`src/rtl/ledbl_pkg.sv`:
```
// constants, encodings and timing counts for the backlight power controller
// assumes a single 250 MHz clock and an I2C host on the two serial pins
`default_nettype none

package ledbl_pkg;

  // ****************************************
  // timing
  // ****************************************
  localparam int unsigned CLK_MHZ = 250;
  localparam int unsigned SETTLE_US = 100;
  localparam int unsigned SETTLE_CYC = SETTLE_US * CLK_MHZ;
  localparam int unsigned RST_FILT_US = 50;
  localparam int unsigned RST_FILT_CYC = RST_FILT_US * CLK_MHZ;
  localparam int unsigned FS_CODE = 127;
  // fade unit: one tenth of a second spread over the full code span
  localparam int unsigned FADE_BASE_MS = 100;
  localparam int unsigned FADE_UNIT_CYC = FADE_BASE_MS * 1000 * CLK_MHZ / FS_CODE;
  localparam int unsigned PUMP_DIV_CYC = 250;
  localparam int unsigned NUM_SINKS = 7;
  localparam int unsigned CNT_W = 20;

  // ****************************************
  // register map
  // ****************************************
  localparam logic [7:0] REG_STATUS = 8'h00;
  localparam logic [7:0] REG_MODE = 8'h01;
  localparam logic [7:0] REG_LAW = 8'h04;
  localparam logic [7:0] REG_SINK_EN = 8'h05;
  localparam logic [7:0] REG_MAX = 8'h09;
  localparam logic [7:0] REG_DIM = 8'h0a;
  localparam logic [7:0] REG_FADE = 8'h0c;

  localparam int unsigned MODE_BLON_BIT = 0;
  localparam int unsigned MODE_DIM_BIT = 1;
  localparam int unsigned MODE_RUN_BIT = 5;
  localparam int unsigned LAW_LSB = 0;
  localparam int unsigned FADE_IN_LSB = 0;
  localparam int unsigned FADE_OUT_LSB = 4;

  localparam logic [7:0] MODE_RST = 8'h00;
  localparam logic [7:0] LAW_RST = 8'h00;
  localparam logic [7:0] SINK_EN_RST = 8'h7f;
  localparam logic [7:0] MAX_RST = 8'h00;
  localparam logic [7:0] DIM_RST = 8'h00;
  localparam logic [7:0] FADE_RST = 8'h00;

  localparam logic [1:0] LAW_LINEAR = 2'h0;
  localparam logic [1:0] LAW_SQUARE = 2'h1;
  localparam logic [1:0] LAW_CUBIC10 = 2'h2;
  localparam logic [1:0] LAW_CUBIC11 = 2'h3;

  localparam logic [6:0] CUBE_KNEE_LO = 7'h20;
  localparam logic [6:0] CUBE_KNEE_HI = 7'h40;

  localparam logic [6:0] I2C_DEV_ADDR = 7'h2a;

  // ****************************************
  // state encodings
  // ****************************************
  typedef enum logic [1:0] {MD_SHUTDOWN, MD_STANDBY, MD_SOFTSTART, MD_ACTIVE} ledbl_mode_t;
  typedef enum logic [1:0] {G_1X, G_1P5X, G_2X} ledbl_gain_t;
  typedef enum logic [3:0] {I_IDLE, I_ADDR, I_AACK, I_PTR, I_PACK, I_WDAT, I_WACK, I_RDAT, I_RACK} ledbl_i2c_t;

  // fade rate code to tenths of a second per full scale
  function automatic logic [7:0] ledbl_rate_tenths(input logic [3:0] code);
    if (code == 4'h0) begin
      return 8'h01;
    end else if (code <= 4'ha) begin
      return 8'({4'h0, code} * 8'h03);
    end else begin
      return 8'(8'h1e + ({4'h0, code} - 8'h0a) * 8'h05);
    end
  endfunction : ledbl_rate_tenths

endpackage : ledbl_pkg

`default_nettype wire

```
`src/rtl/ledbl_ctrl.sv`:
```
// backlight power controller: i2c register slave, mode machine, pump gain
// stepping and level fading
// assumes analog comparators and pins arrive asynchronously; all are synced here
`default_nettype none

// How it works
// - pump gain is one of 1x, 1.5x, 2x, chosen automatically
// - boosted gains alternate charge and discharge; series for 1.5x, parallel 2x
// - on fault all pump switches open, isolating output from input
// - any enabled sink below headroom steps gain up, starting at 1x
// - after each gain change wait 100 us before deciding again
// - still short of headroom at 1.5x steps on to 2x
// - all enabled sinks above the down threshold step gain down
// - disabled sinks are ignored in every gain decision
// - every start runs soft start until output near input, then 1x
// - run request bit at 1 enters active mode
// - run request at 0 or reset pin held low gives standby
// - leaving standby always runs the full soft start first
// - supply rising above start level resets registers and enters standby
// - while reset pin low: standby, default registers, no i2c acknowledge
// - after reset pin release stay in standby, accept i2c again
// - reset pin must stay low through the 50 us filter
// - maximum and dim levels are 7-bit codes at backlight_max_level and backlight_dim_level
// - law 00 is linear, code times full scale over 127
// - law 01 is square of code scaled by full scale over 127 squared
// - sixteen fade rates from 0.1 to 5.5 s per full scale
// - rate code table: 0 is 0.1 s, then 0.3 s steps, then 0.5 s steps
// - fade time is rate times code change over 127
// - cubic laws use square currents with step interval varied by level
module ledbl_ctrl
  import ledbl_pkg::*;
#(
  parameter int unsigned NS = NUM_SINKS,
  parameter int unsigned SETTLE_CYCLES = SETTLE_CYC,
  parameter int unsigned RST_FILT_CYCLES = RST_FILT_CYC,
  parameter int unsigned FADE_UNIT_CYCLES = FADE_UNIT_CYC,
  parameter int unsigned PUMP_DIV_CYCLES = PUMP_DIV_CYC,
  parameter logic [6:0] DEV_ADDR = I2C_DEV_ADDR
) (
  input wire logic sys_clk_i,
  input wire logic resetn_i,
  input wire logic scl_i,
  input wire logic sda_i,
  output logic sda_o,
  output logic sda_oe_o,
  input wire logic hw_reset_pin_n_i,
  input wire logic supply_ok_i,
  input wire logic vout_ready_i,
  input wire logic fault_i,
  input wire logic [NS-1:0] sink_low_i,
  input wire logic [NS-1:0] sink_high_i,
  output logic [1:0] gain_o,
  output logic pass_through_o,
  output logic pump_charge_o,
  output logic caps_series_o,
  output logic isolate_o,
  output logic softstart_current_o,
  output logic standby_o,
  output logic [6:0] bl_code_o,
  output logic [13:0] bl_current_o
);

  // ****************************************
  // state
  // ****************************************
  localparam int unsigned SW = 6 + 2 * NS;

  typedef struct packed {
    logic [SW-1:0] sync1;
    logic [SW-1:0] sync2;
    logic scl_p;
    logic sda_p;
    logic [CNT_W-1:0] rst_cnt;
    logic rst_act;
    ledbl_mode_t mode;
    ledbl_gain_t gain;
    logic [CNT_W-1:0] settle;
    logic [CNT_W-1:0] div;
    logic phase;
    logic [7:0] r_mode;
    logic [7:0] r_law;
    logic [7:0] r_sink;
    logic [7:0] r_max;
    logic [7:0] r_dim;
    logic [7:0] r_fade;
    ledbl_i2c_t ist;
    logic [3:0] bcnt;
    logic [7:0] sh;
    logic [7:0] ptr;
    logic rw;
    logic nack;
    logic [6:0] cur;
    logic [CNT_W-1:0] unit_cnt;
    logic [7:0] step_cnt;
    logic pass;
    logic pump_charge;
    logic caps_series;
    logic isolate;
    logic ss_en;
    logic standby;
    logic [13:0] bl_cur;
    logic sda_lo;
    logic sda_oe;
  } ledbl_state_t;

  ledbl_state_t q;
  ledbl_state_t d;

  logic scl_s;
  logic sda_s;
  logic rstpin_s;
  logic supply_s;
  logic vout_s;
  logic fault_s;
  logic [NS-1:0] lo_v;
  logic [NS-1:0] hi_v;
  logic [NS-1:0] en_v;
  logic rise;
  logic fall;
  logic start;
  logic stop;
  logic clr_regs;
  logic ack_ok;
  logic boost;
  logic act;
  logic unit_tick;
  logic [7:0] rdat;
  logic [7:0] rate;
  logic [7:0] units;
  logic [1:0] mult;
  logic [6:0] tgt;
  logic [1:0] law;

  always_comb begin
    d = q;
    scl_s = q.sync2[0];
    sda_s = q.sync2[1];
    rstpin_s = q.sync2[2];
    supply_s = q.sync2[3];
    vout_s = q.sync2[4];
    fault_s = q.sync2[5];
    lo_v = q.sync2[6 +: NS];
    hi_v = q.sync2[6 + NS +: NS];
    en_v = q.r_sink[NS-1:0];
    rise = scl_s & ~q.scl_p;
    fall = ~scl_s & q.scl_p;
    start = scl_s & q.scl_p & q.sda_p & ~sda_s;
    stop = scl_s & q.scl_p & ~q.sda_p & sda_s;
    ack_ok = ~q.rst_act & (q.mode != MD_SHUTDOWN);
    clr_regs = 1'b0;
    boost = 1'b0;
    act = 1'b0;
    unit_tick = 1'b0;
    rate = 8'h00;
    units = 8'h00;
    mult = 2'h1;
    tgt = 7'h00;
    law = q.r_law[LAW_LSB +: 2];

    // ****************************************
    // input synchronisers
    // ****************************************
    d.sync1 = {sink_high_i, sink_low_i, fault_i, vout_ready_i, supply_ok_i, hw_reset_pin_n_i, sda_i, scl_i};
    d.sync2 = q.sync1;
    d.scl_p = scl_s;
    d.sda_p = sda_s;

    // ****************************************
    // reset pin filter
    // ****************************************
    // low for whole interval
    if (rstpin_s) begin
      d.rst_cnt = '0;
      d.rst_act = 1'b0;
    end else if (q.rst_cnt == CNT_W'(RST_FILT_CYCLES - 1)) begin
      d.rst_act = 1'b1;
    end else begin
      d.rst_cnt = q.rst_cnt + CNT_W'(1);
    end

    // ****************************************
    // read data decode
    // ****************************************
    case (q.ptr)
      REG_STATUS: rdat = {2'h0, q.mode, 2'h0, q.gain};
      REG_MODE: rdat = q.r_mode;
      REG_LAW: rdat = q.r_law;
      REG_SINK_EN: rdat = q.r_sink;
      REG_MAX: rdat = q.r_max;
      REG_DIM: rdat = q.r_dim;
      REG_FADE: rdat = q.r_fade;
      default: rdat = 8'h00;
    endcase

    // ****************************************
    // i2c slave
    // ****************************************
    if (start) begin
      d.ist = I_ADDR;
      d.bcnt = 4'h0;
      d.sda_oe = 1'b0;
    end else if (stop) begin
      d.ist = I_IDLE;
      d.sda_oe = 1'b0;
    end else if (rise) begin
      case (q.ist)
        I_ADDR, I_PTR, I_WDAT: begin
          d.sh = {q.sh[6:0], sda_s};
          d.bcnt = q.bcnt + 4'h1;
        end
        I_RACK: d.nack = sda_s;
        default: ;
      endcase
    end else if (fall) begin
      case (q.ist)
        I_ADDR: begin
          if (q.bcnt == 4'h8) begin
            if (q.sh[7:1] == DEV_ADDR && ack_ok) begin
              d.sda_oe = 1'b1;
              d.rw = q.sh[0];
              d.ist = I_AACK;
            end else begin
              d.ist = I_IDLE;
            end
          end
        end
        I_AACK: begin
          if (q.rw) begin
            d.sh = rdat;
            d.sda_oe = ~rdat[7];
            d.bcnt = 4'h1;
            d.ist = I_RDAT;
          end else begin
            d.sda_oe = 1'b0;
            d.bcnt = 4'h0;
            d.ist = I_PTR;
          end
        end
        I_PTR: begin
          if (q.bcnt == 4'h8) begin
            d.ptr = q.sh;
            d.sda_oe = 1'b1;
            d.ist = I_PACK;
          end
        end
        I_PACK, I_WACK: begin
          d.sda_oe = 1'b0;
          d.bcnt = 4'h0;
          d.ist = I_WDAT;
        end
        I_WDAT: begin
          if (q.bcnt == 4'h8) begin
            // new codes used from next step
            case (q.ptr)
              REG_MODE: d.r_mode = q.sh;
              REG_LAW: d.r_law = q.sh;
              REG_SINK_EN: d.r_sink = q.sh;
              REG_MAX: d.r_max = q.sh;
              REG_DIM: d.r_dim = q.sh;
              REG_FADE: d.r_fade = q.sh;
              default: ;
            endcase
            d.ptr = q.ptr + 8'h01;
            d.sda_oe = 1'b1;
            d.ist = I_WACK;
          end
        end
        I_RDAT: begin
          if (q.bcnt == 4'h8) begin
            d.sda_oe = 1'b0;
            d.ptr = q.ptr + 8'h01;
            d.ist = I_RACK;
          end else begin
            d.sh = {q.sh[6:0], 1'b0};
            d.sda_oe = ~q.sh[6];
            d.bcnt = q.bcnt + 4'h1;
          end
        end
        I_RACK: begin
          if (q.nack) begin
            d.ist = I_IDLE;
          end else begin
            d.sh = rdat;
            d.sda_oe = ~rdat[7];
            d.bcnt = 4'h1;
            d.ist = I_RDAT;
          end
        end
        default: d.ist = I_IDLE;
      endcase
    end

    // ****************************************
    // operating mode
    // ****************************************
    case (q.mode)
      MD_SHUTDOWN: begin
        if (supply_s) begin
          d.mode = MD_STANDBY;
        end
      end
      MD_STANDBY: begin
        if (q.r_mode[MODE_RUN_BIT]) begin
          d.mode = MD_SOFTSTART;
        end
      end
      MD_SOFTSTART: begin
        if (!q.r_mode[MODE_RUN_BIT]) begin
          d.mode = MD_STANDBY;
        end else if (vout_s) begin
          d.mode = MD_ACTIVE;
          d.gain = G_1X;
          d.settle = '0;
        end
      end
      MD_ACTIVE: begin
        if (!q.r_mode[MODE_RUN_BIT]) begin
          d.mode = MD_STANDBY;
        end
      end
      default: d.mode = MD_SHUTDOWN;
    endcase
    // a fault drops the run request so the host restarts with a fresh soft start
    if (fault_s && (q.mode == MD_ACTIVE || q.mode == MD_SOFTSTART)) begin
      d.mode = MD_STANDBY;
      d.r_mode[MODE_RUN_BIT] = 1'b0;
    end
    if (q.rst_act) begin
      d.mode = MD_STANDBY;
      d.ist = I_IDLE;
      d.sda_oe = 1'b0;
      clr_regs = 1'b1;
    end
    if (!supply_s) begin
      d.mode = MD_SHUTDOWN;
      d.ist = I_IDLE;
      d.sda_oe = 1'b0;
      clr_regs = 1'b1;
    end
    if (clr_regs) begin
      d.r_mode = MODE_RST;
      d.r_law = LAW_RST;
      d.r_sink = SINK_EN_RST;
      d.r_max = MAX_RST;
      d.r_dim = DIM_RST;
      d.r_fade = FADE_RST;
    end

    // ****************************************
    // automatic gain selection
    // ****************************************
    // settle counted in clock ticks
    if (d.mode != MD_ACTIVE) begin
      d.gain = G_1X;
      d.settle = '0;
    end else if (q.mode == MD_ACTIVE) begin
      if (q.settle != '0) begin
        d.settle = q.settle - CNT_W'(1);
      end else if (|(lo_v & en_v) && q.gain != G_2X) begin
        d.gain = (q.gain == G_1X) ? G_1P5X : G_2X;
        d.settle = CNT_W'(SETTLE_CYCLES - 1);
      end else if (&(hi_v | ~en_v) && |en_v && q.gain != G_1X) begin
        d.gain = (q.gain == G_2X) ? G_1P5X : G_1X;
        d.settle = CNT_W'(SETTLE_CYCLES - 1);
      end
    end

    // ****************************************
    // pump switch phases
    // ****************************************
    act = (d.mode == MD_ACTIVE);
    boost = act && (d.gain != G_1X);
    if (boost) begin
      if (q.div == CNT_W'(PUMP_DIV_CYCLES - 1)) begin
        d.div = '0;
        d.phase = ~q.phase;
      end else begin
        d.div = q.div + CNT_W'(1);
      end
    end else begin
      d.div = '0;
      d.phase = 1'b0;
    end
    d.pass = act && (d.gain == G_1X) && !fault_s;
    d.pump_charge = boost && d.phase && !fault_s;
    d.caps_series = boost && d.phase && (d.gain == G_1P5X) && !fault_s;
    d.isolate = !act || fault_s;
    d.ss_en = (d.mode == MD_SOFTSTART);
    d.standby = (d.mode == MD_STANDBY) || (d.mode == MD_SHUTDOWN);

    // ****************************************
    // level selection and fade
    // ****************************************
    // seven-bit max or dim code
    if (q.r_mode[MODE_BLON_BIT]) begin
      tgt = q.r_mode[MODE_DIM_BIT] ? q.r_dim[6:0] : q.r_max[6:0];
    end
    rate = ledbl_rate_tenths((q.cur < tgt) ? q.r_fade[FADE_IN_LSB +: 4] : q.r_fade[FADE_OUT_LSB +: 4]);
    if (law == LAW_CUBIC10) begin
      mult = (q.cur < CUBE_KNEE_HI) ? 2'h2 : 2'h1;
    end else if (law == LAW_CUBIC11) begin
      mult = (q.cur < CUBE_KNEE_LO) ? 2'h3 : ((q.cur < CUBE_KNEE_HI) ? 2'h2 : 2'h1);
    end
    units = 8'(rate * {6'h00, mult});
    if (!act) begin
      d.cur = 7'h00;
      d.unit_cnt = '0;
      d.step_cnt = 8'h00;
    end else if (q.cur == tgt) begin
      d.unit_cnt = '0;
      d.step_cnt = 8'h00;
    end else begin
      if (q.unit_cnt == CNT_W'(FADE_UNIT_CYCLES - 1)) begin
        d.unit_cnt = '0;
        unit_tick = 1'b1;
      end else begin
        d.unit_cnt = q.unit_cnt + CNT_W'(1);
      end
      if (unit_tick) begin
        if (q.step_cnt + 8'h01 >= units) begin
          d.step_cnt = 8'h00;
          d.cur = (q.cur < tgt) ? q.cur + 7'h01 : q.cur - 7'h01;
        end else begin
          d.step_cnt = q.step_cnt + 8'h01;
        end
      end
    end
    if (!act) begin
      d.bl_cur = 14'h0000;
    end else if (law == LAW_LINEAR) begin
      d.bl_cur = 14'({7'h00, d.cur} * 14'd127);
    end else begin
      d.bl_cur = 14'({7'h00, d.cur} * {7'h00, d.cur});
    end
    d.sda_lo = 1'b0;
  end

  always_ff @(posedge sys_clk_i) begin
    if (!resetn_i) begin
      q <= '{sync1: SW'(3'h7), sync2: SW'(3'h7), scl_p: 1'b1, sda_p: 1'b1, rst_cnt: '0, rst_act: 1'b0,
             mode: MD_SHUTDOWN, gain: G_1X, settle: '0, div: '0, phase: 1'b0,
             r_mode: MODE_RST, r_law: LAW_RST, r_sink: SINK_EN_RST, r_max: MAX_RST,
             r_dim: DIM_RST, r_fade: FADE_RST, ist: I_IDLE, bcnt: 4'h0, sh: 8'h00,
             ptr: 8'h00, rw: 1'b0, nack: 1'b0, cur: 7'h00, unit_cnt: '0, step_cnt: 8'h00,
             pass: 1'b0, pump_charge: 1'b0, caps_series: 1'b0, isolate: 1'b1, ss_en: 1'b0,
             standby: 1'b1, bl_cur: 14'h0000, sda_lo: 1'b0, sda_oe: 1'b0};
    end else begin
      q <= d;
    end
  end

  assign sda_o = q.sda_lo;
  assign sda_oe_o = q.sda_oe;
  assign gain_o = q.gain;
  assign pass_through_o = q.pass;
  assign pump_charge_o = q.pump_charge;
  assign caps_series_o = q.caps_series;
  assign isolate_o = q.isolate;
  assign softstart_current_o = q.ss_en;
  assign standby_o = q.standby;
  assign bl_code_o = q.cur;
  assign bl_current_o = q.bl_cur;

endmodule : ledbl_ctrl

`default_nettype wire

```
`config.mk`:
```
export PLATFORM = sky130hd
export DESIGN_NAME = ledbl_ctrl
export DESIGN_NICKNAME = d
export VERILOG_FILES = /design/src/rtl/ledbl_pkg.sv /design/src/rtl/ledbl_ctrl.sv
export SDC_FILE = /design/constraint.sdc
export NUM_CORES = 1
export LEC_CHECK = 0
export BUFFER_PORTS_ARGS = -buffer_cell sky130_fd_sc_hd__buf_4
export CAP_MARGIN = 20
export CORE_MARGIN = 3
export CORE_UTILIZATION = 49
export DETAILED_ROUTE_END_ITERATION = 16
export GPL_ROUTABILITY_DRIVEN = 1
export GPL_TIMING_DRIVEN = 0
export PLACE_DENSITY = 0.75
export SLEW_MARGIN = 20
export SYNTH_ARGS = -nofsm -noshare
export SYNTH_HDL_FRONTEND = slang
export SYNTH_SLANG_ARGS = --single-unit
```
`constraint.sdc`:
```
create_clock -name sys_clk_i -period 24.8 [get_ports sys_clk_i]
set_clock_uncertainty 0.2 [all_clocks]
set_input_delay 2.48 -clock sys_clk_i [delete_from_list [all_inputs] [get_ports sys_clk_i]]
set_output_delay 2.48 -clock sys_clk_i [all_outputs]
set_load 0.01 [all_outputs]
```
==> summary by stage, run 1 <==
Outcome
The flow ran to the end, and the final reports show no timing, DRC or antenna violations.

Timing
The achievable clock frequency is 0.0773 GHz. The transition time at the pin with the least slew margin is 1030 ps. The final critical-path share of the clock period is a little over half. The number of endpoints with negative hold slack in the final report is 0.

The setup-violating endpoint count in the final report is 0. Setup repair after global routing left no endpoint under its margin. In this run the tightest slew margin relative to its limit is about 31%. Hold timing on the final database bottoms out at a slack of about 210 ps. The time the worst path needs with I/O delays and setup is approximately 13,000 ps.

The number of slew-limit violations in the final report is 0. The setup TNS after final layout is 0 ps. The worst path meets setup with roughly 12,000 ps of slack.

Yosys
In this run the cell area of the synthesized design comes to 14,900 µm². After synthesis, the cell types taking the most area are sky130_fd_sc_hd__dfxtp_1 (32%), sky130_fd_sc_hd__ha_1 (10%), sky130_fd_sc_hd__nor2_1 (5.4%). Counting flops with an async set or reset pin after synthesis yields a share of 0%.

The commonest cells after synthesis are sky130_fd_sc_hd__dfxtp_1 (238), sky130_fd_sc_hd__nor2_1 (216), sky130_fd_sc_hd__ha_1 (119). After synthesis, flip-flops and latches occupy about a third of the total area. In this run, synthesis produced a sequential element count of between 200 and 250. The cell count after synthesis came out at 1,726. The number of distinct library cell variants in the gate-level netlist after synthesis is 96. The most numerous cell in the Yosys netlist is sky130_fd_sc_hd__dfxtp_1.

The proportion of netlist area held by the largest area contributor is between 30% and 40%. The most used flip-flop cell after synthesis is sky130_fd_sc_hd__dfxtp_1. The per-instance average area after synthesis is approximately 8.6 µm².

For this run, the number of Yosys warnings is 0. The number of nets in the synthesized netlist is ~1,900. The largest total area in the synthesized netlist belongs to sky130_fd_sc_hd__dfxtp_1. The number of synthesized flops with an enable pin is 0.

Cells and area
From synthesis to final layout, the design area changed by 12.4%. The antenna diode instance count is 0. The net count of the finished layout is between 1,500 and 2,000. The post-route netlist has a little under an eighth of its cells at a drive strength greater than 1.

Min path
The number of cells on the worst hold path is 1. The worst hold path class is flop to flop.

Detailed routing
After detailed routing, the total wire length is between 30,000 and 40,000 µm. The detailed router finished its first iteration with about 770 violations. The number of iterations in the first detailed-routing pass is 5. The routed wirelength normalized by instance count is approximately 16 µm. The total via count after detailed routing is between 10,000 and 15,000. The number of design rule violations left after detail routing is 0. The average vias per placed instance is between 5 and 6. The number of nets still failing antenna checks after routing is 0.

Clock network
Post-CTS repair changed the size of 0 cells. Counting the buffers created by CTS gives 27. The number of H-tree branching levels is 1. The CTS root buffer is sky130_fd_sc_hd__clkbuf_16. Buffers added to address setup during post-CTS repair amount to 0.

TritonCTS built the clock tree. The number of clock sinks is about 240. The clock passes through at most 3 buffers. The clock reaches the later pin of the worst-skew pair after ~560 ps. After clock tree synthesis, the clock-pin slew on the worst setup and hold paths is ~60 ps. Hold repair after CTS inserted 0 buffers.

Floorplanning
Once the floorplan was initialized, standard cells occupied around half of the core. The floorplan step defined a die boundary enclosing around 33,000 µm². In this run the count of I/O pins placed on the die edge is 53. The vertical extent of the die is roughly 180 µm. The floorplan step set the die width to about 180 µm. The floorplan has 63 rows. The core region area is between 20,000 and 30,000 µm².

Flow run
Across the run, the number of max-cap violations was 0.

Pwr
For this design the static power due to leakage is between 0.007 and 0.008 µW. Across the VDD grid, the largest voltage drop is roughly 0.051 mV. Dividing total power by cell area gives a power density of approximately 49 nW/µm².

GRT
The first global-routing pass estimated a little under 60,000 µm of wire. The leftover overflow at the end of global routing is 0. The initial antenna violation count is 0. The global-route usage over all layers is 21.2%.

The pin count of the biggest net entering global routing is 15. The via count of the first global-routing pass is 12,300.

Placement
The placed wire-length estimate is between 20,000 and 30,000 µm. The weighted congestion reported at the end of routability-driven placement is 0.929. The pre-CTS worst setup slack is roughly 12,000 ps. The number of I/O port buffers is 51.

Critical path
The largest single stage delay on the critical path is around 750 ps. The type of the worst setup path is flop to flop. The worst-path maximum fanout is 10.

For this design, the slowest cell found on the critical path is sky130_fd_sc_hd__mux2i_1. The launching element type of the critical path is a flop. For the worst setup path, the data required time is around 25,000 ps. The most numerous cell on the critical path is sky130_fd_sc_hd__ha_1. For the worst setup path, the data arrival time is about 13,000 ps. STA classifies the critical path endpoint as a flop.

The worst register-to-register path has a depth of 45.
-- layout make-up --
| class | count | area, µm² |
|---|---|---|
| Buffer | 95 | 490 |
| Clock buffer | 37 | 793 |
| Clock inverter | 13 | 175 |
| Fill cell | 2695 | 13100 |
| Inverter | 103 | 387 |
| Multi-Input combinational cell | 1290 | 9260 |
| Sequential cell | 238 | 4760 |
| Tap cell | 390 | 488 |
| Timing Repair Buffer | 51 | 383 |
-- final timing paths --
kind               start               end  slack, ps
hold reg to reg   d[200]            d[197]        210
setup reg to reg  q[124]  bl_current_o[13]      11860
setup / recovery  q[124]  bl_current_o[13]      11860
hold / removal    d[200]            d[197]        210
-- state kept, by name, summed over array words and instances (netlist names) --
name and count:
bl_code_o 7, bl_current_o 14, caps_series_o 1, d 22, en_v 7, fault_s 1, gain_o 2, hi_v 7
isolate_o 1, law 2, lo_v 7, pass_through_o 1, pump_charge_o 1, q 162, sda_oe_o 1, softstart_current_o 1
standby_o 1
-- worst max-delay path: cells and delay by family (launching register included) --
kind / cells / cell delay [ps]
simple gates: 8 / 2050
compound gates: 14 / 3230
xor+xnor: 4 / 510
fa+ha+maj: 11 / 3910
buf+inv: 5 / 1340
flops: 1 / 300
mux: 3 / 1250
-- logic make-up (layout without fill, tap and decap cells) --
logic type,after synthesis,count (layout),synth area share (%)
and+or+nand+nor,639,639,21.8
AOI/OAI and AO/OA,318,318,14.2
DFF,238,238,32.0
buffers and inverters,198,299,5.89
adders and majority gates,157,157,15.0
xor gates and xnor gates,96,96,5.65
muxes,79,79,5.41
other,1,1,0.0252
-- routing by layer --
layer  wire length [µm]  up-vias  track usage (%)
met4               1290        0             8.01
met1              15800     5909             27.1
li1                   -     6125                -
met2              16600      340             36.5
met3               1900       85             3.05
met5                  0        -                0
-- placed cells by master, fill, tap and decap left out, types with 6 or more instances in the layout --
master / instances
sky130_fd_sc_hd__a21o_1: 16
sky130_fd_sc_hd__ha_1: 119
sky130_fd_sc_hd__xnor2_1: 50
sky130_fd_sc_hd__nand2b_1: 21
sky130_fd_sc_hd__buf_4: 76
sky130_fd_sc_hd__clkbuf_16: 27
sky130_fd_sc_hd__and2_1: 46
sky130_fd_sc_hd__a211oi_1: 22
sky130_fd_sc_hd__inv_1: 101
sky130_fd_sc_hd__nand3_1: 55
sky130_fd_sc_hd__nand3b_1: 11
sky130_fd_sc_hd__a21oi_1: 92
sky130_fd_sc_hd__clkbuf_8: 8
sky130_fd_sc_hd__a31oi_1: 12
sky130_fd_sc_hd__mux2_2: 12
sky130_fd_sc_hd__nor2_2: 16
sky130_fd_sc_hd__a22oi_1: 14
sky130_fd_sc_hd__buf_1: 7
sky130_fd_sc_hd__dfxtp_1: 238
sky130_fd_sc_hd__nor2_1: 216
sky130_fd_sc_hd__clkbuf_1: 48
sky130_fd_sc_hd__or3_1: 15
sky130_fd_sc_hd__xor2_1: 46
sky130_fd_sc_hd__nor4_1: 11
sky130_fd_sc_hd__nor3_1: 31
sky130_fd_sc_hd__and3_1: 28
sky130_fd_sc_hd__o21ai_0: 74
sky130_fd_sc_hd__nand4_1: 19
sky130_fd_sc_hd__or2_2: 9
sky130_fd_sc_hd__nand2_1: 103
sky130_fd_sc_hd__and4_1: 6
sky130_fd_sc_hd__mux2i_1: 67
sky130_fd_sc_hd__fa_1: 37
sky130_fd_sc_hd__buf_2: 13
sky130_fd_sc_hd__nor2b_1: 17
sky130_fd_sc_hd__a2bb2oi_1: 8
-- stage by stage --
step	util, %	power, µW	area, µm²	cells
final	56.2	827	16700	2217
after global routing	56.2	849	16700	2217
after CTS	56.2	834	16700	2217
after detailed placement	52.9	410	15800	2167
after global placement	52.9	410	15800	2167
after floorplan	-	404	14900	1726
-- power by group --
group / total (µW) / switching, µW / internal [µW] / leakage, µW
clock: 425 / 168 / 257 / 0.000462
combinational: 15.1 / 8.50 / 6.55 / 0.00474
sequential: 387 / 1.37 / 386 / 0.00193
No activity file was read; power rests on OpenSTA's default activity.
==> run 2: changes to the inputs <==
--- a/config.mk
+++ b/config.mk
@@ -5,6 +5,7 @@
 export SDC_FILE = /design/constraint.sdc
 export NUM_CORES = 1
 export LEC_CHECK = 0
+export ABC_AREA = 1
 export BUFFER_PORTS_ARGS = -buffer_cell sky130_fd_sc_hd__buf_4
 export CAP_MARGIN = 20
 export CORE_MARGIN = 3
@@ -12,7 +13,7 @@
 export DETAILED_ROUTE_END_ITERATION = 16
 export GPL_ROUTABILITY_DRIVEN = 1
 export GPL_TIMING_DRIVEN = 0
-export PLACE_DENSITY = 0.75
+export PLACE_DENSITY = 0.78
 export SLEW_MARGIN = 20
 export SYNTH_ARGS = -nofsm -noshare
 export SYNTH_HDL_FRONTEND = slang
==> constraint.sdc (replaced) <==
create_clock -name sys_clk_i -period 11.35 [get_ports sys_clk_i]
set_clock_uncertainty 0.2 [all_clocks]
set_input_delay 1.135 -clock sys_clk_i [delete_from_list [all_inputs] [get_ports sys_clk_i]]
set_output_delay 1.135 -clock sys_clk_i [all_outputs]
set_load 0.01 [all_outputs]
==> summary by stage, run 2 <==
Yosys
The number of distinct library cell variants in the gate-level netlist after synthesis is 57 (-41%). The most used flip-flop cell after synthesis is sky130_fd_sc_hd__dfxtp_1. In the post-synthesis netlist, the cell with the most instances is sky130_fd_sc_hd__nand2_1. The post-synthesis cell count came to 2,032 (+18%). The post-synthesis sequential element count was 238 (unchanged). The fraction of registers with async set/reset was 0% (unchanged). Summed over all instances, the cell type with the most area after synthesis is sky130_fd_sc_hd__dfxtp_1.

After synthesis, the most frequently instantiated cells are sky130_fd_sc_hd__nand2_1 (338), sky130_fd_sc_hd__inv_1 (322), sky130_fd_sc_hd__dfxtp_1 (238). The per-instance average area after synthesis is 7.34 µm² (-15%). The register area share after synthesis came to 31.9% (-0.067 points). The summed instance area of the synthesized netlist came to 14,900 µm² (+0.21%). The proportion of netlist area held by the largest area contributor was 31.9% (-0.067 points). The number of synthesized flops with an enable pin came to 0 (unchanged). The net count of the mapped netlist is 2,210 (+16%).

Yosys attributes the largest share of cell area to sky130_fd_sc_hd__dfxtp_1 (32%), sky130_fd_sc_hd__ha_1 (10%), sky130_fd_sc_hd__nand2_1 (8.5%). The total number of yosys warnings came to 0 (unchanged).

Timing
The relative slew slack is 51.8% (+21 points). The setup-violating endpoint count in the final report is 0 (unchanged). The number of slew-limit violations in the final report came to 0 (unchanged).

The setup TNS after final layout is 0 ps (unchanged). Setup repair after global routing could not meet its margin everywhere. The time the worst path needs with I/O delays and setup was 10,530 ps (-2410 ps). The final critical-path share of the clock period was 92.8% (+41 points).

The number of endpoints with negative hold slack in the final report is 0 (unchanged). The transition time at the pin with the least slew margin is 722 ps (-308 ps). The achievable clock frequency is 0.0950 GHz (+23%).

Outcome
The flow ran to the end, and the final reports show no timing, DRC or antenna violations.

Flow run
The number of max-cap violations is 0 (unchanged).

Floorplanning
The effective utilization at floorplan is 50.1% (+0.10 points). The die extent in x is 181 µm (about the same). The total die area is 32,600 µm² (+0.20%). The vertical extent of the die is 181 µm (about the same). The number of rows created at floorplan is 63 (unchanged). The core region area is 29,800 µm² (unchanged).

The number of I/O pins came to 53 (unchanged).

Critical path
The delay of the slowest cell on the worst path was 570 ps (-180 ps). The arrival time at the worst endpoint is 10,800 ps (-2350 ps). The setup slack on the worst flop-to-flop path is 820 ps (-11,040 ps). The depth of the worst register-to-register path is 57 (+27%). By instance count, the cell type seen most on the critical path is sky130_fd_sc_hd__nand2_1. The critical path buffer and inverter count is 7 (+2). The highest-delay cell along the critical path is sky130_fd_sc_hd__fa_1.

In this run the critical register-to-register path is launched from q[124]. The worst-path maximum fanout is 10 (unchanged). By startpoint and endpoint, the worst setup path is classified as flop to flop.

The endpoint required time on the critical path came to 11,620 ps (-13,390 ps). Grouping stages by cell kind, the critical path spends the most delay in adder cells. The endpoint identified for the worst register-to-register timing path is bl_current_o[11].

The launching element type of the critical path is a flop. STA classifies the critical path endpoint as a flop.

GRT
The global-route usage over all layers is 21.7% (+0.50 points). The leftover overflow at the end of global routing came to 0 (unchanged). The via count of the first global-routing pass came to 13,000 (+5.3%). The pin count of the biggest net entering global routing was 15 (unchanged). The first-pass GRT wire length is 60,900 µm (+3.0%). The initial antenna violation count came to 0 (unchanged).

Cells and area
The relative area change from synthesis to final layout is 13.7%. In the layout the commonest cells are sky130_fd_sc_hd__nand2_1 (336), sky130_fd_sc_hd__inv_1 (319), sky130_fd_sc_hd__dfxtp_1 (237). The ratio of cells with drive above 1 in the final layout was 10.9% (-0.80 points). The final design instance area without fill is 17,000 µm² (+1.3%). The post-layout net count came to 2,302 (+16%).

The flip-flop count of the largest register, all copies and words added is 162 (unchanged). The total of fill cells in the finished design came to 2,745 (+1.9%). The antenna diode instance count is 0 (unchanged). q holds more flip-flops than any other register. The library cell used most frequently in the layout, excluding fill and tap cells, is sky130_fd_sc_hd__nand2_1.

Pwr
The total power per unit cell area was 109 nW/µm² (+120%). The switching component of the power is 396 µW (+120%). The part of the total power dissipated in the clock network is 52.2% (+0.8 points). The sequential group share of total power was 45.9% (-0.9 points). The leakage power is 0.00793 µW (+11%).

The largest voltage drop on the vdd net is 0.127 mV (+150%). The internal power summed over all cells came to 1450 µW (+120%). The relative contribution of combinational cells to total power is 1.9% (about the same). The switching power share of the total came to 21.5% (about the same). The total power of the final layout is 1840 µW (+120%).

Detailed routing
The number of DRC markers in iteration 0 is 1,165 (+51%). The total via count after detailed routing was 13,500 (+8.3%). The number of nets still failing antenna checks after routing was 0 (unchanged). The detailed router used layers up to and including met4. The average vias per placed instance is 5.32 (-5.3%).

The wire length after detailed routing is 36,500 µm (+2.3%). The routed wirelength normalized by instance count is 14.4 µm (-11%). The length of routed met2 wiring is 17,100 µm (+3.1%). The number of iterations in the first detailed-routing pass was 6 (+1). The number of design rule violations left after detail routing is 0 (unchanged). The routed metal-1 wire length is 16,100 µm (+1.5%). The routed wire length on met3 is 2270 µm (+19%).

Placement
The number of I/O port buffers is 50 (-2.0%). The weighted congestion reported at the end of routability-driven placement is 0.950 (+2.3%). The placed wire-length estimate is 27,100 µm (+1.9%). The area after detailed placement is 15,800 µm² (about the same).

Min path
The number of cells on the worst hold path is 2 (+1). The worst hold path class is flop to flop. In this run the most critical hold path is launched from d[218]. The sink of the worst hold path is hi_v[6].

Clock network
The number of H-tree branching levels is 1 (unchanged). CTS placed an instance of sky130_fd_sc_hd__clkbuf_16 at the clock tree root. The clock tree from TritonCTS is done. The latest clock arrival within the worst-skew pair is 570 ps (about the same). The maximum number of buffers from clock root to sink was 3 (unchanged). The number of clock sinks is 238 (unchanged).

The clock slew seen by the registers of the worst setup and hold paths is 60 ps (about the same). The number of CTS-inserted buffers is 27 (unchanged).
-- run 2: changes by cell type after synthesis, moves of 44 or more --
| cell | previous run | this run |
|---|---|---|
| sky130_fd_sc_hd__nand3_1 | 55 | 109 |
| sky130_fd_sc_hd__mux2i_1 | 67 | 0 |
| sky130_fd_sc_hd__a21oi_1 | 92 | 167 |
| sky130_fd_sc_hd__nand2_1 | 103 | 338 |
| sky130_fd_sc_hd__inv_1 | 101 | 322 |
| sky130_fd_sc_hd__and2_1 | 46 | 2 |
| sky130_fd_sc_hd__o21ai_0 | 74 | 128 |
-- run 2: kinds of logic after synthesis --
family,synth area share [%]
compound gates,14.8
xor+xnor,3.82
fa+ha+maj,14.9
buf+inv,10.9
flops,31.9
other cells,0.0251
simple gates,23.5
-- run 2: metrics by stage --
step	util (%)	cells	setup slack [ps]	hold slack (ps)
2_1_floorplan	-	2032	1260	190
3_3_place_gp	53.0	2472	-243	196
3_5_place_dp	53.0	2472	-425	201
4_1_cts	56.5	2524	13.0	215
5_1_grt	56.9	2535	-91.8	224
6_report	56.9	2535	822	211
-- run 2: repair_timing --
item / in CTS / in global routing
pin swaps: 1 / 4
hold buffers: 0 / 0
resized for setup: 5 / 17
setup buffers: 2 / 12
endpoints found under the setup margin: 7 / 8
-- run 2: layer usage --
metal	track usage (%)	vias to the layer above
met1	28.2	6208
met2	38.1	422
met5	0	-
met4	6.11	0
li1	-	6794
met3	2.75	74
-- run 2: final cells by class --
cell class	instances	area, µm²	share of cell area, %
buffer	57	369	2.18
sequential	238	4770	28.1
inverter	335	1270	7.47
timing repair buffer	64	480	2.83
tap	390	488	2.88
multi-input combinational	1401	8590	50.7
clock buffer	39	811	4.78
clock inverter	11	185	1.09
-- run 2: worst max path at each step --
stage	depth (start not counted)	end	from
2_1_floorplan	56	bl_current_o[11]	q[124]
3_3_place_gp	55	bl_current_o[10]	q[124]
3_5_place_dp	59	bl_current_o[10]	q[124]
4_1_cts	60	bl_current_o[10]	q[124]
5_1_grt	55	bl_current_o[11]	q[124]
6_report	57	bl_current_o[11]	q[124]
-- run 2: worst register-to-register path: cells and delay by family, from the launching register on --
| family | cells | cell delay, ps |
|---|---|---|
| AND/OR/NAND/NOR | 28 | 3050 |
| buffers and inverters | 7 | 770 |
| XOR/XNOR | 1 | 90 |
| adder cells (fa/ha/maj) | 11 | 4380 |
| flip-flops | 1 | 410 |
| AO/OA/AOI/OAI | 10 | 1570 |
-- run 2: power groups by stage --
stage / Sequential, µW / Clock, µW / Combinational (µW)
floorplan: 863 / 0 / 21.3
global placement: 864 / 0 / 33.6
detailed placement: 864 / 0 / 34.3
CTS: 846 / 972 / 34.6
global route: 846 / 1010 / 38.7
finish: 846 / 961 / 34.7
==> run 3: changes to the inputs <==
--- a/config.mk
+++ b/config.mk
@@ -13,7 +13,7 @@
 export DETAILED_ROUTE_END_ITERATION = 16
 export GPL_ROUTABILITY_DRIVEN = 1
 export GPL_TIMING_DRIVEN = 0
-export PLACE_DENSITY = 0.78
+export PLACE_DENSITY = 0.73
 export SLEW_MARGIN = 20
 export SYNTH_ARGS = -nofsm -noshare
 export SYNTH_HDL_FRONTEND = slang
==> summary by stage, run 3 (synthesized netlist as in run 2, its figures left out) <==
Min path
The worst hold path terminates at hi_v[5]. The startpoint identified for the worst hold timing path is d[217]. The tightest min-delay check is of the flop to flop type. The number of cells on the worst hold path is 2 (unchanged).

Flow run
The number of max-cap violations is 0 (unchanged).

Clock network
The clock slew seen by the registers of the worst setup and hold paths is 60 ps (about the same). The latest clock arrival within the worst-skew pair is 560 ps (about the same). The number of H-tree branching levels was 1 (unchanged). The number of buffers added to fix hold violations after cts is 0 (unchanged).

CTS placed an instance of sky130_fd_sc_hd__clkbuf_16 at the clock tree root. The number of clock sinks was 238 (unchanged). TritonCTS built the clock tree.

The maximum number of buffers from clock root to sink came to 3 (unchanged). The number of CTS-inserted buffers is 26 (-3.7%).

Placement
The pre-CTS worst setup slack is -553 ps (-129 ps). The placed wire-length estimate is 27,900 µm (+3.0%). The number of I/O port buffers is 50 (unchanged). The weighted congestion reported at the end of routability-driven placement is 0.921 (-3.0%).

Floorplanning
The number of I/O pins is 53 (unchanged). The vertical extent of the die is 181 µm (unchanged). The number of rows created at floorplan was 63 (unchanged). The effective utilization at floorplan is 50.1% (unchanged).

The core region area is 29,800 µm² (unchanged). The die extent in x came to 181 µm (unchanged). The total die area came to 32,600 µm² (unchanged).

Cells and area
The antenna diode instance count is 0 (unchanged). The multi-input logic area is 8620 µm² (+0.31%). The flip-flop count of the largest register, all copies and words added is 162 (unchanged). The top cell types in the final layout, fill and taps aside, are sky130_fd_sc_hd__nand2_1 (336), sky130_fd_sc_hd__inv_1 (318), sky130_fd_sc_hd__dfxtp_1 (237). The total of fill cells in the finished design is 2,771 (+0.95%). Leaving out fill and tap cells, the most frequent cell in the layout is sky130_fd_sc_hd__nand2_1. More flip-flops sit in one register than any other, and that register is q.

The ratio of cells with drive above 1 in the final layout is 10.8% (-0.026 points). The register area is 4770 µm² (unchanged). The post-layout net count was 2,299 (-0.13%). From synthesis to final layout, the design area changed by 13.1%.

Critical path
The reg-to-reg critical path endpoint is bl_current_o[10]. The launching element type of the critical path is a flop. The setup slack on the worst flop-to-flop path is 830 ps (about the same). The critical register-to-register path startpoint is q[124]. The delay of the slowest cell on the worst path is 550 ps (-20 ps).

The endpoint required time on the critical path is 11,630 ps (about the same). The depth of the worst register-to-register path is 60 (+5.3%). For this design, the slowest cell found on the critical path is sky130_fd_sc_hd__fa_1. The worst setup path is of the flop to flop kind.

The arrival time at the worst endpoint is 10,800 ps (about the same). The most numerous cell on the critical path is sky130_fd_sc_hd__nand2_1. The worst-path maximum fanout is 10 (unchanged).

The nature of the critical path endpoint is a flop.

Detailed routing
The number of design rule violations left after detail routing is 0 (unchanged). The average vias per placed instance is 5.29 (-0.73%). The routed wirelength normalized by instance count is 14.6 µm (+1.3%). The number of iterations in the first detailed-routing pass is 6 (unchanged). The total via count after detailed routing is 13,400 (-0.89%). The number of nets still failing antenna checks after routing was 0 (unchanged). The number of DRC markers in iteration 0 is 1,114 (-4.4%). The wire length after detailed routing was 36,900 µm (+1.1%).

GRT
The leftover overflow at the end of global routing is 0 (unchanged). The first-pass GRT wire length was 61,000 µm (+0.18%). The via count of the first global-routing pass was 13,000 (+0.069%).

The initial antenna violation count is 0 (unchanged). The pin count of the biggest net entering global routing came to 15 (unchanged). The global-route usage over all layers is 22.0% (+0.23 points).

Timing
The setup-violating endpoint count in the final report is 0 (unchanged). The final worst setup slack is 828 ps (+5.95 ps). The number of endpoints with negative hold slack in the final report is 0 (unchanged). The number of slew-limit violations in the final report came to 0 (unchanged). The relative slew slack is 48.6% (-3.2 points). The achievable clock frequency is 0.0950 GHz (about the same). The time the worst path needs with I/O delays and setup is 10,520 ps (-5.95 ps).

The transition time at the pin with the least slew margin is 771 ps (+48.2 ps). The final critical-path share of the clock period came to 92.7% (about the same).

Pwr
The leakage power came to 0.00786 µW (-0.98%). The total power of the final layout is 1760 µW (-4.6%). The largest voltage drop on the vdd net came to 0.127 mV (about the same). The total power per unit cell area was 104 nW/µm² (-4.1%).

Outcome
The flow ran to the end, and the final reports show no timing, DRC or antenna violations.
## run 3: metrics by stage
step / std cells / util, % / setup TNS (ps) / instance area (µm²) / hold slack (ps)
floorplan: 2032 / - / 0 / 14900 / 190
global placement: 2472 / 53.0 / -1150 / 15800 / 196
detailed placement: 2472 / 53.0 / -2270 / 15800 / 195
CTS: 2521 / 56.1 / 0 / 16700 / 207
global route: 2531 / 56.7 / -25.7 / 16900 / 230
finish: 2531 / 56.7 / 0 / 16900 / 208
## run 3: repair_timing
action / in CTS / in global routing
gates resized for setup: 6 / 20
pin swaps: 1 / 4
buffers inserted: 2 / 10
endpoints found under the setup margin: 7 / 8
hold endpoints to repair: 0 / 0
## run 3: layout make-up
cell class,instances,share of cell area (%)
Multi-Input combinational cell,1401,51.1
Sequential cell,238,28.2
Inverter,335,7.52
Clock buffer,34,4.33
Tap cell,390,2.89
Timing Repair Buffer,62,2.76
Buffer,57,2.19
Clock inverter,14,1.01
## run 3: where the power goes
part | internal (µW) | total (µW) | switching [µW] | leakage (µW)
combinational | 12.6 | 35.1 | 22.5 | 0.00550
clock | 506 | 877 | 371 | 0.000429
sequential | 843 | 846 | 2.96 | 0.00193
total | 1360 | 1760 | 396 | 0.00786
## run 3: worst max-delay path by stage
stage / from / endpoint / slack (ps) / cells after the start
2_1_floorplan: q[124] / bl_current_o[11] / 1260 / 56
4_1_cts: q[124] / bl_current_o[11] / 30 / 60
3_3_place_gp: q[124] / bl_current_o[10] / -390 / 55
6_report: q[124] / bl_current_o[10] / 830 / 60
5_1_grt: q[124] / bl_current_o[10] / -20 / 59
3_5_place_dp: q[124] / bl_current_o[11] / -550 / 56
## run 3: layer usage
layer,track usage [%],part of all wire (%),wire length (µm),vias to the layer above
met5,0,0,0,-
met4,7.61,3.3,1230,0
met3,2.70,5.7,2120,83
met2,37.2,46,16900,373
met1,29.1,45,16600,6153
li1,-,-,-,6769
## run 3: critical path, delay by kind of cell, from the launching register on
kind / cells / cell delay [ps]
buffers and inverters: 8 / 760
flip-flops: 1 / 410
AND/OR/NAND/NOR: 31 / 3230
AO/OA/AOI/OAI: 8 / 1260
XOR/XNOR: 2 / 270
adder cells (fa/ha/maj): 11 / 4340
